File: src/rtl/reset_supervisor_watchdog_defs.svh
`ifndef RESET_SUPERVISOR_WATCHDOG_DEFS_SVH
`define RESET_SUPERVISOR_WATCHDOG_DEFS_SVH

// ----------------------------------------
// clock and time base
// ----------------------------------------
`define CLK_FREQ_HZ 25000000
`define TICK_PERIOD_NS 1000
// cycles per 1 us time-base tick
`define TICK_CYCLES ((`CLK_FREQ_HZ / 1000000) * `TICK_PERIOD_NS / 1000)

// ----------------------------------------
// supervisory timing
// ----------------------------------------
`define POWER_UP_RESET_TIMEOUT_MS 200
`define POWER_UP_TICKS (`POWER_UP_RESET_TIMEOUT_MS * 1000)
`define WATCHDOG_PERIOD_MS 1600
`define WATCHDOG_TICKS (`WATCHDOG_PERIOD_MS * 1000)
`define WRITE_CYCLE_TIME_MS 10
`define WRITE_CYCLE_TICKS (`WRITE_CYCLE_TIME_MS * 1000)
`define THRESHOLD_TO_RESET_DELAY_US 5

// ----------------------------------------
// input conditioning
// ----------------------------------------
`define NOISE_SUPPRESS_NS 200
// least time, rounded up to whole cycles
`define NOISE_CYCLES ((`NOISE_SUPPRESS_NS * (`CLK_FREQ_HZ / 1000000) + 999) / 1000)
// ignore reset pins this long after our own release
`define PIN_SETTLE_CYCLES 16
`define TIMER_WIDTH 24

`endif

File: src/rtl/reset_supervisor_pkg.sv
`include "reset_supervisor_watchdog_defs.svh"

package reset_supervisor_pkg;

	// ----------------------------------------
	// supervisor states
	// ----------------------------------------
	typedef enum logic [1:0] {
		HOLD_LOW,
		TIMING,
		RELEASED
	} supv_state_t;

	// gating handed to the serial protocol engine
	typedef struct packed {
		logic busEnable;
		logic dataAckEnable;
		logic programBusy;
	} access_gate_t;

	// open-drain reset pin pair, output values and enables
	typedef struct packed {
		logic highOut;
		logic highOe;
		logic lowOut;
		logic lowOe;
	} reset_pins_t;

	// conditioner state
	typedef struct packed {
		logic [2:0] sync;
		logic [7:0] stable;
		logic level;
	} cond_state_t;

	// supervisor state
	typedef struct packed {
		supv_state_t st;
		logic [4:0] div;
		logic [`TIMER_WIDTH-1:0] timer;
		logic [`TIMER_WIDTH-1:0] wdog;
		logic [`TIMER_WIDTH-1:0] busyCnt;
		logic [4:0] settle;
		logic prevHigh;
		logic prevLow;
		logic prevSda;
		reset_pins_t pins;
		access_gate_t gate;
	} supv_reg_t;

endpackage : reset_supervisor_pkg

File: src/rtl/pin_conditioner.sv
`timescale 1ns/1ps
`default_nettype none
`include "reset_supervisor_watchdog_defs.svh"

module pin_conditioner #(
	parameter logic [7:0] FILTER_CYCLES = 8'(`NOISE_CYCLES),
	parameter logic RESET_LEVEL = 1'b0
) (
	// clock and reset
	input wire logic ref_clk,
	input wire logic rst,
	// raw pin and filtered level
	input wire logic pinIn,
	output logic pinOut
);

	reset_supervisor_pkg::cond_state_t c_reg, c_next;

	// ----------------------------------------
	// synchroniser and glitch filter
	// ----------------------------------------
	always_comb
	begin
		c_next = c_reg;
		c_next.sync = {c_reg.sync[1:0], pinIn};
		// stages 2 and 3 must agree; only they are compared
		if (c_reg.sync[2] != c_reg.sync[1] || c_reg.sync[2] == c_reg.level)
			c_next.stable = 8'h00;
		else if (c_reg.stable == FILTER_CYCLES - 8'h01)
		begin
			c_next.level = c_reg.sync[2];
			c_next.stable = 8'h00;
		end
		else
			c_next.stable = c_reg.stable + 8'h01; // short pulses count up here but are cleared before reaching the limit
	end

	always_ff @(posedge ref_clk)
	begin
		if (rst)
			c_reg <= '{sync: {3{RESET_LEVEL}}, stable: 8'h00, level: RESET_LEVEL};
		else
			c_reg <= c_next;
	end

	assign pinOut = c_reg.level;

endmodule : pin_conditioner
`default_nettype wire

File: src/rtl/reset_supervisor_watchdog.sv
`timescale 1ns/1ps
`default_nettype none
`include "reset_supervisor_watchdog_defs.svh"

module reset_supervisor_watchdog #(
	parameter logic [`TIMER_WIDTH-1:0] POWER_UP_TICKS = `TIMER_WIDTH'(`POWER_UP_TICKS),
	parameter logic [`TIMER_WIDTH-1:0] WATCHDOG_TICKS = `TIMER_WIDTH'(`WATCHDOG_TICKS),
	parameter logic [`TIMER_WIDTH-1:0] WRITE_TICKS = `TIMER_WIDTH'(`WRITE_CYCLE_TICKS),
	parameter logic WATCHDOG_PRESENT = 1'b1
) (
	// clock and reset
	input wire logic ref_clk,
	input wire logic rst,
	// supply comparator and pins
	input wire logic supplyOkIn,
	input wire logic sclIn,
	input wire logic sdaIn,
	input wire logic writeProtectIn,
	input wire logic resetHighIn,
	input wire logic resetLowIn,
	// reset pin drive
	output var reset_supervisor_pkg::reset_pins_t resetPins,
	// protocol engine side
	input wire logic writeStop,
	output logic sclClean,
	output logic sdaClean,
	output var reset_supervisor_pkg::access_gate_t gate
);

	// ----------------------------------------
	// counter helpers
	// ----------------------------------------
	// true on the last count of a span of limit ticks
	function automatic logic lastCount(
		input logic [`TIMER_WIDTH-1:0] cnt,
		input logic [`TIMER_WIDTH-1:0] limit
	);
		// a zero limit never matches, so no span collapses to nothing
		lastCount = (limit != '0) && (cnt == limit - `TIMER_WIDTH'(1));
	endfunction : lastCount

	// one step of a tick counter
	function automatic logic [`TIMER_WIDTH-1:0] stepCount(
		input logic [`TIMER_WIDTH-1:0] cnt
	);
		stepCount = cnt + `TIMER_WIDTH'(1);
	endfunction : stepCount

	// ----------------------------------------
	// input conditioning
	// ----------------------------------------
	localparam int NPIN = 6;
	// idle level of each pin, also the conditioner's reset level
	localparam logic [NPIN-1:0] PIN_IDLE = 6'h1C;
	logic [NPIN-1:0] rawPins;
	logic [NPIN-1:0] cleanPins;
	logic supplyOk, wpHigh, pinHigh, pinLow;

	// supply idles low, buses and low reset idle high, high reset low
	assign rawPins = {supplyOkIn, sclIn, sdaIn, resetLowIn, writeProtectIn,
		resetHighIn};

	genvar gi;
	generate
		for (gi = 0; gi < NPIN; gi++)
		begin : gCond
			pin_conditioner #(
				.RESET_LEVEL(PIN_IDLE[gi])
			) uCond (
				.ref_clk(ref_clk),
				.rst(rst),
				.pinIn(rawPins[gi]),
				.pinOut(cleanPins[gi])
			);
		end
	endgenerate

	assign supplyOk = cleanPins[5];
	assign sclClean = cleanPins[4];
	assign sdaClean = cleanPins[3];
	assign pinLow = cleanPins[2];
	assign wpHigh = cleanPins[1]; // floating pin pulled low outside
	assign pinHigh = cleanPins[0];

	// ----------------------------------------
	// supervisor state
	// ----------------------------------------
	reset_supervisor_pkg::supv_reg_t s_reg, s_next;
	logic tick, settled, forcedEdge, forcedLevel, wdogExpire, resetActive;
	logic busyNext;

	// ----------------------------------------
	// next-state logic
	// ----------------------------------------
	always_comb
	begin
		s_next = s_reg;
		// free-running 1 us time base
		tick = (s_reg.div == 5'(`TICK_CYCLES - 1));
		s_next.div = tick ? 5'h00 : s_reg.div + 5'h01;
		s_next.prevHigh = pinHigh;
		s_next.prevLow = pinLow;
		s_next.prevSda = sdaClean;
		settled = (s_reg.settle == 5'(`PIN_SETTLE_CYCLES));
		// pins read back our own drive until the pull resistors win
		if (s_reg.st == reset_supervisor_pkg::RELEASED && !settled)
			s_next.settle = s_reg.settle + 5'h01;
		forcedEdge = settled && ((pinHigh && !s_reg.prevHigh) ||
			(!pinLow && s_reg.prevLow));
		// a level held through our own drive cannot be told from it,
		// so it is seen again only after each release and settle;
		// the outputs drop for about the settle cycles then
		forcedLevel = settled && (pinHigh || !pinLow);
		wdogExpire = WATCHDOG_PRESENT && tick &&
			lastCount(s_reg.wdog, WATCHDOG_TICKS);

		// ----------------------------------------
		// reset sequencing
		// ----------------------------------------
		case (s_reg.st)
			reset_supervisor_pkg::HOLD_LOW:
			begin
				s_next.timer = '0;
				if (supplyOk)
					s_next.st = reset_supervisor_pkg::TIMING;
			end
			reset_supervisor_pkg::TIMING:
			begin
				if (tick)
					s_next.timer = stepCount(s_reg.timer);
				if (tick && lastCount(s_reg.timer, POWER_UP_TICKS))
				begin
					s_next.st = reset_supervisor_pkg::RELEASED;
					s_next.settle = 5'h00;
				end
			end
			reset_supervisor_pkg::RELEASED:
			begin
				if (forcedEdge || forcedLevel || wdogExpire)
				begin
					s_next.st = reset_supervisor_pkg::TIMING;
					s_next.timer = '0;
				end
			end
			default:
				s_next.st = reset_supervisor_pkg::HOLD_LOW;
		endcase
		// supply loss overrides everything, within a few cycles
		if (!supplyOk)
		begin
			s_next.st = reset_supervisor_pkg::HOLD_LOW;
			s_next.timer = '0;
		end

		// ----------------------------------------
		// watchdog on data line activity
		// ----------------------------------------
		if (s_next.st != reset_supervisor_pkg::RELEASED)
			s_next.wdog = '0;
		else if (sdaClean != s_reg.prevSda)
			s_next.wdog = '0;
		else if (tick && WATCHDOG_PRESENT)
			s_next.wdog = stepCount(s_reg.wdog);

		// ----------------------------------------
		// open-drain drive: enable only while asserting
		// ----------------------------------------
		resetActive = (s_next.st != reset_supervisor_pkg::RELEASED);
		s_next.pins.highOe = resetActive;
		s_next.pins.highOut = resetActive;
		s_next.pins.lowOe = resetActive;
		s_next.pins.lowOut = 1'b0;

		// ----------------------------------------
		// programming cycle
		// ----------------------------------------
		// a stop of a protected write programs nothing
		busyNext = s_reg.gate.programBusy;
		if (writeStop && s_reg.gate.dataAckEnable)
		begin
			busyNext = 1'b1;
			s_next.busyCnt = '0;
		end
		else if (s_reg.gate.programBusy && tick)
		begin
			s_next.busyCnt = stepCount(s_reg.busyCnt);
			// rounded down so the cycle never overruns
			if (lastCount(s_reg.busyCnt, WRITE_TICKS))
				busyNext = 1'b0;
		end
		s_next.gate.programBusy = busyNext;
		s_next.gate.busEnable = !resetActive && !busyNext;
		// address still acked when protected, data byte is not
		s_next.gate.dataAckEnable = !resetActive && !busyNext && !wpHigh &&
			supplyOk;
	end

	// ----------------------------------------
	// state register
	// ----------------------------------------
	always_ff @(posedge ref_clk)
	begin
		if (rst)
		begin
			s_reg <= '0;
			s_reg.st <= reset_supervisor_pkg::HOLD_LOW;
			s_reg.prevLow <= 1'b1;
			s_reg.prevSda <= 1'b1;
			s_reg.pins.highOe <= 1'b1; // reset asserted from the start
			s_reg.pins.highOut <= 1'b1;
			s_reg.pins.lowOe <= 1'b1;
		end
		else
			s_reg <= s_next;
	end

	assign resetPins = s_reg.pins;
	assign gate = s_reg.gate;

endmodule : reset_supervisor_watchdog
`default_nettype wire

File: config.mk
export PLATFORM = sky130hd
export DESIGN_NAME = reset_supervisor_watchdog
export DESIGN_NICKNAME = d
export VERILOG_FILES = /design/src/rtl/reset_supervisor_pkg.sv /design/src/rtl/pin_conditioner.sv /design/src/rtl/reset_supervisor_watchdog.sv
export VERILOG_INCLUDE_DIRS = /design/src /design/src/rtl
export SDC_FILE = /design/constraint.sdc
export NUM_CORES = 1
export LEC_CHECK = 0
export ABC_AREA = 1
export BUFFER_PORTS_ARGS = -buffer_cell sky130_fd_sc_hd__buf_2
export CORE_UTILIZATION = 35
export DETAILED_ROUTE_END_ITERATION = 10
export PLACE_DENSITY_LB_ADDON = 0.3
export SYNTH_ARGS = -nofsm -noshare
export SYNTH_HDL_FRONTEND = slang
export SYNTH_SLANG_ARGS = --single-unit
File: constraint.sdc
create_clock -name ref_clk -period 2.4 [get_ports ref_clk]
set_input_delay 0.48 -clock ref_clk [delete_from_list [all_inputs] [get_ports ref_clk]]
set_output_delay 0.48 -clock ref_clk [all_outputs]
set_load 0.05 [all_outputs]
# Yosys cells after proc, flatten, opt, wreduce, memory -nomap -nowiden

Index checks and enable logic that the tools add are counted.

Bits in registers: 164
Bits of input ports: 9
Output and inout port bits: 9
Logic and storage cells: 139

$add $sub $neg: 11
Equal/unequal tests: 29
Mux-type cells: 13
Bitwise logic cells: 7
Reduce and logical (&&, ||, !) cells: 47

Operators with widths:

| kind                    | number |
|---|---|
| $add A24 B1 Y24 const B | 3 |
| $pmux W24 S3            | 1 |
| $add A8 B1 Y8 const B   | 6 |
| $eq A8 B3 Y1 const B    | 6 |
| $mux W24                | 2 |
| $eq A24 B14 Y1 const B  | 1 |
| $eq A24 B18 Y1 const B  | 1 |
| $eq A24 B21 Y1 const B  | 1 |
| $reduce_or A3 Y1        | 7 |
| $mux W5                 | 3 |
| $logic_and A1 B1 Y1     | 12 |
| $reduce_and A2 Y1       | 6 |
| $add A5 B1 Y5 const B   | 2 |
| $eq A5 B5 Y1 const B    | 2 |
| $logic_or A1 B1 Y1      | 10 |
| $ne A1 B1 Y1            | 7 |
| $not A1 Y1              | 7 |
| $eq A1 B1 Y1            | 6 |
| $logic_not A1 Y1        | 6 |
| $mux W2                 | 3 |
| $pmux W2 S3             | 1 |
| $reduce_or A2 Y1        | 3 |
| $ne A2 B2 Y1 const B    | 2 |
| $mux W1                 | 3 |
| 6 further kinds         | 6 |

# Logic depth before layout (Yosys ltp)

Gate-level depths: netlist of run 1.

Depth in word-level cells: 14
Gate-level depth with buffers: 13
Mapped depth without buffers: 12

# Hierarchy

A second synthesis of run 1 with hierarchy kept.

Cells, all modules: 1,293
Area total of the unflattened synthesis: 8,898.5 sq um

Modules (own cells, without submodules):

| module                               | instances | cells an instance | area each (sq um) | seq. area each (sq um) |
|---|---|---|---|---|
| reset_supervisor_watchdog            | 1         | 801               | 5,313.8           | 1,781.7 |
| pin_conditioner (gCond[0].uCond ...) | 3         | 84                | 601.8             | 240.2 |
| pin_conditioner (gCond[2].uCond ...) | 3         | 80                | 593.1             | 240.2 |

# Worst setup path after synthesis of run 1

Ideal clock, no wire load.

Path type: reg-to-reg
Start point: reg s_reg[87] (netlist bit)
End point: reg s_reg[78] (netlist bit)
Setup time: 132 ps
Arrival: 1,503 ps
Data required time: 2,268 ps
Slack: 765 ps
Cell stages (with the launch flop): 10
Path buffers: 1
Clock period less this slack: 1,635 ps
Cells stage by stage: dfxtp_1 inv_1 ha_1 nand4_1 buf_4 clkinv_1 o21ai_0 nand2_1 nand2_1 a21oi_1

Cells in the longest elaborated chain, start to end: 5
Elaborated cells on any way between the ends: 6
Those cells by class: eq/ne: 3; reduce/logical: 3

RTL lines:

| element                       | RTL line                         | source |
|---|---|---|
| from (decl)                   | reset_supervisor_watchdog.sv:88  | `reset_supervisor_pkg::supv_reg_t s_reg, s_next;` |
| from (signal assigned)        | reset_supervisor_watchdog.sv:214 | `s_reg <= s_next;` |
| $eq A5 B5 Y1 *                | reset_supervisor_watchdog.sv:99  | `` tick = (s_reg.div == 5'(`TICK_CYCLES - 1)); `` |
| $logic_and A1 B1 Y1           | reset_supervisor_watchdog.sv:114 | `wdogExpire = WATCHDOG_PRESENT && tick &&` |
| $logic_or A1 B1 Y1            | reset_supervisor_watchdog.sv:139 | `if (forcedEdge \|\| forcedLevel \|\| wdogExpire)` |
| $ne A2 B1 Y1 (no line)        | --                               |  |
| $reduce_and A3 Y1 (no line) * | --                               |  |

Mark *: on every way between the ends. The rest lies on a longest branch, timed or not.
A chain may end at the register's enable or synchronous reset.

# Worst setup path in the final report of run 1

Start point: reg s_reg[63] (netlist bit)
End point: reg s_reg[44] (netlist bit)

Cells in the longest elaborated chain, start to end: 7

RTL lines:

| element                    | RTL line                         | source |
|---|---|---|
| $eq A24 B18 Y1             | reset_supervisor_watchdog.sv:39  | `` lastCount = (limit != '0) && (cnt == limit - `TIMER_WIDTH'(1)); `` |
| $logic_and A1 B1 Y1        | reset_supervisor_watchdog.sv:131 | `if (tick && lastCount(s_reg.timer, POWER_UP_TICKS))` |
| $mux W2                    | reset_supervisor_watchdog.sv:131 |  |
| $pmux W2 S3                | reset_supervisor_watchdog.sv:120 | `case (s_reg.st)` |
| $mux W2                    | reset_supervisor_watchdog.sv:149 | `if (!supplyOk)` |
| $ne A2 B2 Y1               | reset_supervisor_watchdog.sv:158 | `if (s_next.st != reset_supervisor_pkg::RELEASED)` |
| $reduce_or A3 Y1 (no line) | --                               |  |

No other way between the ends.

==> results of run 1 <==
cells by family after synthesis:
| family | synth area share |
|---|---|
| simple gates | 0.380 |
| flops | 0.393 |
| buf+inv | 0.0879 |
| mux | 0.00122 |
| compound gates | 0.0603 |
| xor+xnor | 0.0481 |
| other cells | 0.000458 |
| fa+ha+maj | 0.0290 |
power by group:
| part | leakage, nW | internal [W] | switching (W) |
|---|---|---|---|
| logic | 1.60 | 0.0000257 | 0.0000480 |
| registers | 1.30 | 0.00269 | 0.00000968 |
| clock network | 0.271 | 0.00147 | 0.00116 |
cell usage in the layout, fill, tap and decap left out, types with 2 or more instances in the layout:
cell and count:
nand2_1 306, nor2_1 219, dfxtp_1 161, inv_1 149, nand3_1 82, a21oi_1 69, nor3_1 26, xor2_1 26
nand4_1 22, xnor2_1 19, ha_1 19, nor2_2 17, clkbuf_16 17, buf_2 16, o21ai_0 15, nor3b_1 11
or2_2 10, buf_4 9, nor4_1 7, nor2_4 4, nand3b_1 4, inv_6 4, clkinv_4 4, nand3_2 3
nand2_2 3, clkinvlp_4 3, inv_2 2, o21bai_1 2, o211ai_1 2, a31oi_1 2, and3_1 2
worst reg2reg max path: cells and delay by family, from the launching register on:
kind	cells	cell delay [ps]
flip-flops	1	400
adder cells (fa/ha/maj)	1	290
AND/OR/NAND/NOR	8	1240
routing by layer:
layer | global-route usage | wire, um | up-vias
li1 | - | - | 3868
met1 | 0.190 | 8540 | 3204
met2 | 0.244 | 7650 | 76
met3 | 0.0304 | 462 | 10
met4 | 0.0377 | 123 | 0
met5 | 0 | 0 | -
worst max-delay path by stage:
stage	cells after the start	slack (ps)	startpoint	to
final	9	370	s_reg[63]	s_reg[44]
after global routing	9	150	s_reg[63]	s_reg[61]
after CTS	9	360	s_reg[63]	s_reg[44]
after detailed placement	9	380	s_reg[63]	s_reg[61]
after global placement	9	470	s_reg[63]	s_reg[54]
after floorplan	9	760	s_reg[87]	s_reg[78]
area by class of cell:
type                            instances  area [um^2]
Inverter                              152          571
Timing Repair Buffer                   26          168
Multi-Input combinational cell        879         4250
Clock inverter                         13          128
Fill cell                            2409        13600
Clock buffer                           19          443
Tap cell                              313          392
Antenna cell                            1         2.50
Sequential cell                       161         3220
cells in the mapped netlist, types with 17 or more instances:
library cell  instances  area share
inv_1               149       0.068
nand3_1              82       0.050
a21oi_1              69       0.042
nand4_1              22       0.017
xor2_1               26       0.028
nor3_1               26       0.016
nand2_1             306        0.14
nor2_1              219        0.10
dfxtp_1             161        0.39
xnor2_1              19       0.020
ha_1                 19       0.029
nor2_2               17       0.013
stage by stage:
step / power [W] / cells / cell area [um^2] / util / setup slack [ps]
6_report: 0.00540 / 1564 / 9180 / 0.403 / 373
5_1_grt: 0.00560 / 1563 / 9180 / 0.403 / 155
4_1_cts: 0.00547 / 1563 / 9180 / 0.403 / 357
3_5_place_dp: 0.00283 / 1531 / 8610 / 0.378 / 379
3_3_place_gp: 0.00283 / 1531 / 8610 / 0.378 / 468
2_1_floorplan: 0.00281 / 1218 / 8200 / - / 765
==> flow_metrics.env, run 1 <==
export IMPL_status="completed"
export IMPL_cts_tree="yes"
export IMPL_drive_above_1_share=0.0784
export IMPL_drc=0
export IMPL_cts_buffers=17
export IMPL_cp_slowest_stage_delay_ps=400
export IMPL_grt_usage=0.146
export IMPL_critPathArrivalTime_ps=2360
export IMPL_cp_cell_sequence="ha_1, nand3_2, nor2_4, nand3_2, nor2_1, nand2_1, nand2_2, nand3_4, nor2_1"
export IMPL_cts_root_buf="clkbuf_16"
export IMPL_avgSynthCellArea_um2=6.73
export IMPL_globalplace_congestion=0.812
export IMPL_reg2reg_to="s_reg[44]"
export IMPL_setup_viol=0
export IMPL_power_density_nw_per_um2=589
export IMPL_crit_buf_inv=0
export IMPL_max_freq_ghz=0.493
export IMPL_finalMaxSlewViolations=0
export IMPL_worst_hold_path_endpoint="gCond[2].uCond.c_next[10]"
export IMPL_hold_viol=0
export IMPL_dieArea_um2=24000
export IMPL_dr_pass1_iters=5
export IMPL_vias=7158
export IMPL_cts_htree_levels=4
export IMPL_clockBufferDepth=2
export IMPL_clkTransAtPathRegs_ps=70
export IMPL_hold_class="in -> reg"
export IMPL_reg2reg_depth=9
export IMPL_fp_row_count=55
export IMPL_timing_rr_start="s_reg[63]"
export IMPL_crit_required_ps=2740
export IMPL_netlist_area_um2=8200
export IMPL_cp_slowest_cell="dfxtp_1"
export IMPL_cts_resized=0
export IMPL_overflow=0
export IMPL_wl_um=16800
export IMPL_ioPinCount=18
export IMPL_yosysUniqueCellTypes=40
export IMPL_largest_reg_flops=85
export IMPL_first_iter_violations=372
export IMPL_core_um2=22800
export IMPL_post_cts_buffers=0
export IMPL_yosys_warnings=0
export IMPL_vias_per_cell=4.58
export IMPL_layout_min_cycle_time_ps=2030
export IMPL_grt_pass1_wl_um=29100
export IMPL_syn_inst=1218
export IMPL_clk_latency_ps=420
export IMPL_synthFlopType="dfxtp_1"
export IMPL_area_delta_synth_final_pct=12.0
export IMPL_hold_buffers=0
export IMPL_cts_sinks=161
export IMPL_hpwl_um=12400
export IMPL_crit_path_start_kind="flop"
export IMPL_drv_cap=0
export IMPL_post_route_period_util=0.844
export IMPL_synth_edff_count=0
export IMPL_drtAntennaViolNets=0
export IMPL_slew_headroom=0.510
export IMPL_ys_seq_elements=161
export IMPL_worstSetupPathType="reg -> reg"
export IMPL_synth_seq_area_share=0.393
export IMPL_peakVddDrop_mv=0.449
export IMPL_crit_path_max_fanout=24
export IMPL_wl_per_cell_um=10.7
export IMPL_p_leak_nw=3.17
export IMPL_tns_ps=0
export IMPL_die_h_um=155
export IMPL_grt_max_degree=25
export IMPL_cpLargestDelayFamily="simple AND/OR/NAND/NOR gates"
export IMPL_synth_async_reset_ratio=0
export IMPL_hold_depth=2
export IMPL_die_w_um=155
export IMPL_skew_ps=12.8
export IMPL_worstHoldStart="resetLowIn"
export IMPL_initial_core_util=0.360
export IMPL_antenna_found_initial=1
export IMPL_io_buffers=16
export IMPL_layout_nets=1265
export IMPL_reg2reg_slack_ps=370
export IMPL_hold_ws_ps=242
export IMPL_end_kind="flop"
export IMPL_grt_pass1_vias=6447
export IMPL_syn_nets=1246
export IMPL_tightestPinTransition_ps=734
export IMPL_rsz0062_at_grt="false"
No activity file was read; power rests on OpenSTA's default activity.
==> run 2: changes to the inputs <==
==> constraint.sdc (replaced) <==
create_clock -name ref_clk -period 1.8 [get_ports ref_clk]
set_input_delay 0.36 -clock ref_clk [delete_from_list [all_inputs] [get_ports ref_clk]]
set_output_delay 0.36 -clock ref_clk [all_outputs]
set_load 0.05 [all_outputs]
==> flow_metrics.env, run 2 (synthesis results as in run 1) <==
export IMPL_grt_pass1_wl_um=29800
export IMPL_hold_class="in -> reg"
export IMPL_vias=7385
export IMPL_reg2reg_to="s_reg[40]"
export IMPL_nFillCells=2338
export IMPL_grt_max_degree=25
export IMPL_tightestPinTransition_ps=563
export IMPL_final_area_um2=9930
export IMPL_skew_ps=11.1
export IMPL_clk_latency_ps=430
export IMPL_timing_rr_start="s_reg[87]"
export IMPL_status="complete, but fails checks"
export IMPL_initial_core_util=0.360
export IMPL_antenna_found_initial=0
export IMPL_post_route_period_util=1.00
export IMPL_peakVddDrop_mv=0.653
export IMPL_p_leak_nw=3.53
export IMPL_clockBufferDepth=2
export IMPL_fp_row_count=55
export IMPL_slew_headroom=0.625
export IMPL_layout_cells_most_common="nand2_1"
export IMPL_io_buffers=16
export IMPL_drv_cap=0
export IMPL_cts_root_buf="clkbuf_16"
export IMPL_first_iter_violations=405
export IMPL_crit_path_end="s_reg[40]"
export IMPL_drtAntennaViolNets=0
export IMPL_cts_tree="yes"
export IMPL_ioPinCount=18
export IMPL_setup_worst_path_start="s_reg[87]"
export IMPL_layout_min_cycle_time_ps=1810
export IMPL_wl_per_cell_um=11.0
export IMPL_overflow=0
export IMPL_highest_layer="met4"
export IMPL_worstSetupPathType="reg -> reg"
export IMPL_area_delta_synth_final_pct=21.2
export IMPL_clkTransAtPathRegs_ps=70
export IMPL_vias_per_cell=4.57
export IMPL_wl_met2_um=8300
export IMPL_met3_length_um=477
export IMPL_grt_usage=0.151
export IMPL_end_kind="flop"
export IMPL_die_h_um=155
export IMPL_drc=0
export IMPL_cts_sinks=161
export IMPL_final_core_util=0.436
export IMPL_cts_buffers=17
export IMPL_m1WireLength_um=8820
export IMPL_reg2reg_depth=12
export IMPL_max_freq_ghz=0.553
export IMPL_die_w_um=155
export IMPL_setup_viol=2
export IMPL_place_area_um2=8930
export IMPL_drive_above_1_share=0.152
export IMPL_wl_um=17900
export IMPL_reg2reg_slack_ps=-7
export IMPL_critPathArrivalTime_ps=2170
export IMPL_core_um2=22800
export IMPL_dieArea_um2=24000
export IMPL_crit_path_max_fanout=6
export IMPL_worst_slack_ps=-7.44
export IMPL_violations="negative setup slack"
export IMPL_hpwl_um=12600
export IMPL_crit_required_ps=2160
export IMPL_finalMaxSlewViolations=0
export IMPL_power_density_nw_per_um2=732
export IMPL_cts_htree_levels=4
export IMPL_largest_reg_flops=85
export IMPL_crit_path_start_kind="flop"
export IMPL_globalplace_congestion=0.831
export IMPL_layout_nets=1318
export IMPL_layout_common_cells="nand2_1 (298), nor2_1 (199), dfxtp_1 (157), inv_1 (147), nand3_1 (78)"
export IMPL_grt_pass1_vias=6538
export IMPL_dr_pass1_iters=6
export IMPL_hold_viol=0
export IMPL_rsz0062_at_grt="true"
-- run 2: changes by cell type in the layout (fill, tap and decap cells not counted), sizes merged --
| cell | previous run | this run |
|---|---|---|
| buf | 26 | 76 |
| inv | 155 | 160 |
| clkinv | 6 | 3 |
| clkbuf | 19 | 21 |
| clkinvlp | 3 | 2 |
-- run 2: through the flow --
| stage | hold slack, ps | setup slack (ps) | std cells | TNS (ps) | total power [W] |
|---|---|---|---|---|---|
| 2_1_floorplan | 388 | 165 | 1218 | 0 | 0.00375 |
| 6_report | 108 | -7.44 | 1617 | -8.60 | 0.00727 |
| 3_5_place_dp | 395 | 51.2 | 1569 | 0 | 0.00378 |
| 3_3_place_gp | 390 | 76.4 | 1569 | 0 | 0.00378 |
| 4_1_cts | 90.3 | 45.1 | 1601 | 0 | 0.00737 |
| 5_1_grt | 90.7 | -95.0 | 1616 | -2610 | 0.00755 |
-- run 2: power breakdown --
part	leakage [nW]	switching [W]	internal, W
registers	1.30	0.0000126	0.00359
clock network	0.278	0.00161	0.00196
logic	1.95	0.0000692	0.0000422
total	3.53	0.00169	0.00559
-- run 2: worst max-delay path, cell delays in order (launching register included) --
cell and delay (ps):
dfxtp_2 320, inv_2 50, ha_2 150, nand4_1 150, buf_12 200, nor2_4 70
nand2_2 60, nor2_2 110, nand2_2 80, nand2_4 90, nand3_4 150, clkbuf_16 230
nor2_1 80
-- run 2: layer usage --
| metal | track usage | vias to the layer above |
|---|---|---|
| met4 | 0.0495 | 0 |
| li1 | - | 3980 |
| met3 | 0.0279 | 19 |
| met2 | 0.247 | 96 |
| met1 | 0.200 | 3290 |
| met5 | 0 | - |
-- run 2: area by class of cell --
type | count | area [um^2] | share of cell area
sequential | 161 | 3230 | 0.325
tap | 313 | 392 | 0.0394
clock inverter | 14 | 145 | 0.0146
clock buffer | 18 | 429 | 0.0432
multi-input combinational | 879 | 4490 | 0.452
timing repair buffer | 79 | 671 | 0.0675
antenna | 1 | 2.50 | 0.000252
inverter | 152 | 571 | 0.0575
-- run 2: worst min path at each step --
stage                               from                   endpoint  depth (start not counted)
3_3_place_gp   gCond[0].uCond.c_next[10]  gCond[0].uCond.c_next[11]                          2
3_5_place_dp   gCond[3].uCond.c_next[10]  gCond[3].uCond.c_next[11]                          1
2_1_floorplan  gCond[0].uCond.c_next[10]  gCond[0].uCond.c_next[11]                          2
4_1_cts                       resetLowIn  gCond[2].uCond.c_next[10]                          2
6_report                      resetLowIn  gCond[2].uCond.c_next[10]                          2
5_1_grt                       resetLowIn  gCond[2].uCond.c_next[10]                          2
-- run 2: what timing repair did --
action	CTS	global route
resized for setup	0	70
buffers inserted	0	11
hold buffers	0	0
endpoints found under the setup margin	0	55
==> run 3: changes to the inputs <==
==> constraint.sdc (replaced) <==
create_clock -name ref_clk -period 2.26 [get_ports ref_clk]
set_input_delay 0.452 -clock ref_clk [delete_from_list [all_inputs] [get_ports ref_clk]]
set_output_delay 0.452 -clock ref_clk [all_outputs]
set_load 0.05 [all_outputs]
==> flow_metrics.env, run 3 (synthesis results as in run 1) <==
export IMPL_end_kind="flop"
export IMPL_setup_worst_path_start="s_reg[63]"
export IMPL_final_area_um2=9190
export IMPL_reg2reg_depth=9
export IMPL_drtAntennaViolNets=0
export IMPL_crit_required_ps=2610
export IMPL_cp_slowest_cell="dfxtp_1"
export IMPL_slew_headroom=0.510
export IMPL_hpwl_um=12200
export IMPL_reg2reg_slack_ps=290
export IMPL_layout_cells_most_common="nand2_1"
export IMPL_skew_ps=11.7
export IMPL_core_um2=22800
export IMPL_area_delta_synth_final_pct=12.2
export IMPL_clkTransAtPathRegs_ps=70
export IMPL_clk_latency_ps=420
export IMPL_worstSetupPathType="reg -> reg"
export IMPL_first_iter_violations=383
export IMPL_layout_common_cells="nand2_1 (306), nor2_1 (219), dfxtp_1 (161), inv_1 (149), nand3_1 (82)"
export IMPL_hold_buffers=0
export IMPL_overflow=0
export IMPL_grt_pass1_wl_um=29400
export IMPL_cts_root_buf="clkbuf_16"
export IMPL_grt_max_degree=25
export IMPL_reg2reg_to="s_reg[43]"
export IMPL_status="completed"
export IMPL_layout_min_cycle_time_ps=1970
export IMPL_cts_buffers=17
export IMPL_cts_resized=0
export IMPL_peakVddDrop_mv=0.491
export IMPL_max_freq_ghz=0.506
export IMPL_fp_row_count=55
export IMPL_finalMaxSlewViolations=0
export IMPL_cts_htree_levels=4
export IMPL_critPathArrivalTime_ps=2320
export IMPL_tightestPinTransition_ps=735
export IMPL_place_area_um2=8600
export IMPL_grt_usage=0.148
export IMPL_cp_slowest_stage_delay_ps=390
export IMPL_globalplace_congestion=0.802
export IMPL_wl_per_cell_um=10.7
export IMPL_crit_path_start_kind="flop"
export IMPL_die_h_um=155
export IMPL_cp_cell_sequence="ha_1, nand3_2, nor2_4, nand3_2, nor2_1, nand2_1, nand2_2, nand3_4, nor2_1"
export IMPL_layout_nets=1264
export IMPL_worstHoldStart="sdaIn"
export IMPL_hold_viol=0
export IMPL_die_w_um=155
export IMPL_worst_hold_path_endpoint="gCond[3].uCond.c_next[10]"
export IMPL_antenna_found_initial=1
export IMPL_setup_viol=0
export IMPL_seqCellArea_um2=3220
export IMPL_ioPinCount=18
export IMPL_drc=0
export IMPL_vias_per_cell=4.56
export IMPL_hold_depth=2
export IMPL_clockBufferDepth=2
export IMPL_multiInputGateArea_um2=4250
export IMPL_largest_reg_flops=85
export IMPL_dieArea_um2=24000
export IMPL_vias=7125
export IMPL_io_buffers=16
export IMPL_nFillCells=2382
export IMPL_post_cts_buffers=0
export IMPL_grt_pass1_vias=6444
export IMPL_drv_cap=0
export IMPL_p_leak_nw=3.18
export IMPL_rsz0062_at_grt="false"
export IMPL_initial_core_util=0.360
export IMPL_power_density_nw_per_um2=634
export IMPL_post_route_period_util=0.874
export IMPL_crit_path_max_fanout=24
export IMPL_timing_rr_start="s_reg[63]"
export IMPL_cts_tree="yes"
export IMPL_cts_sinks=161
export IMPL_tns_ps=0
export IMPL_hold_class="in -> reg"
export IMPL_dr_pass1_iters=6
export IMPL_wl_um=16700
export IMPL_drive_above_1_share=0.0785
run 3: cell types whose count changed in the layout (fill, tap and decap cells not counted), moves of 5 or more:
cell / previous run / this run
buf_4: 52 / 8
nor2_1: 199 / 219
nor2_4: 19 / 4
nand2_1: 298 / 306
nand2_2: 9 / 3
nor2_2: 22 / 17
run 3: cell type report:
| class | instances | share of cell area |
|---|---|---|
| Multi-Input combinational cell | 879 | 0.463 |
| Clock inverter | 13 | 0.0152 |
| Clock buffer | 19 | 0.0493 |
| Inverter | 152 | 0.0621 |
| Sequential cell | 161 | 0.351 |
| Antenna cell | 1 | 0.000272 |
| Tap cell | 313 | 0.0426 |
| Timing Repair Buffer | 25 | 0.0174 |
run 3: how the worst max path moves through the flow:
stage | slack [ps] | end | depth (start not counted)
final | 290 | s_reg[43] | 9
after detailed placement | 290 | s_reg[43] | 9
after floorplan | 620 | s_reg[78] | 9
after global placement | 340 | s_reg[54] | 9
after global routing | 50 | s_reg[63] | 10
after CTS | 260 | s_reg[84] | 10
run 3: where the power goes:
group	total [W]	internal, W	switching [W]
Sequential	0.00287	0.00286	0.0000104
Clock	0.00289	0.00162	0.00127
Combinational	0.0000756	0.0000263	0.0000493
run 3: stage by stage:
stage,total power (W),utilization,std cells,setup WS (ps),hold slack [ps]
final,0.00583,0.404,1563,285,202
after global routing,0.00605,0.404,1562,46.9,180
after floorplan,0.00298,-,1218,625,388
after global placement,0.00301,0.377,1530,342,391
after CTS,0.00591,0.404,1562,260,186
after detailed placement,0.00301,0.377,1530,286,394
run 3: worst max-delay path, delay by kind of cell, from the launching register on:
kind                     cells  cell delay (ps)
flip-flops                   1              390
AND/OR/NAND/NOR              8             1230
adder cells (fa/ha/maj)      1              270
run 3: layer usage:
layer | global-route usage | part of all wire | vias up
met1 | 0.194 | 0.50 | 3173
met3 | 0.0276 | 0.028 | 13
met4 | 0.0481 | 0.012 | 0
met5 | 0 | 0 | -
met2 | 0.246 | 0.46 | 81
li1 | - | - | 3858
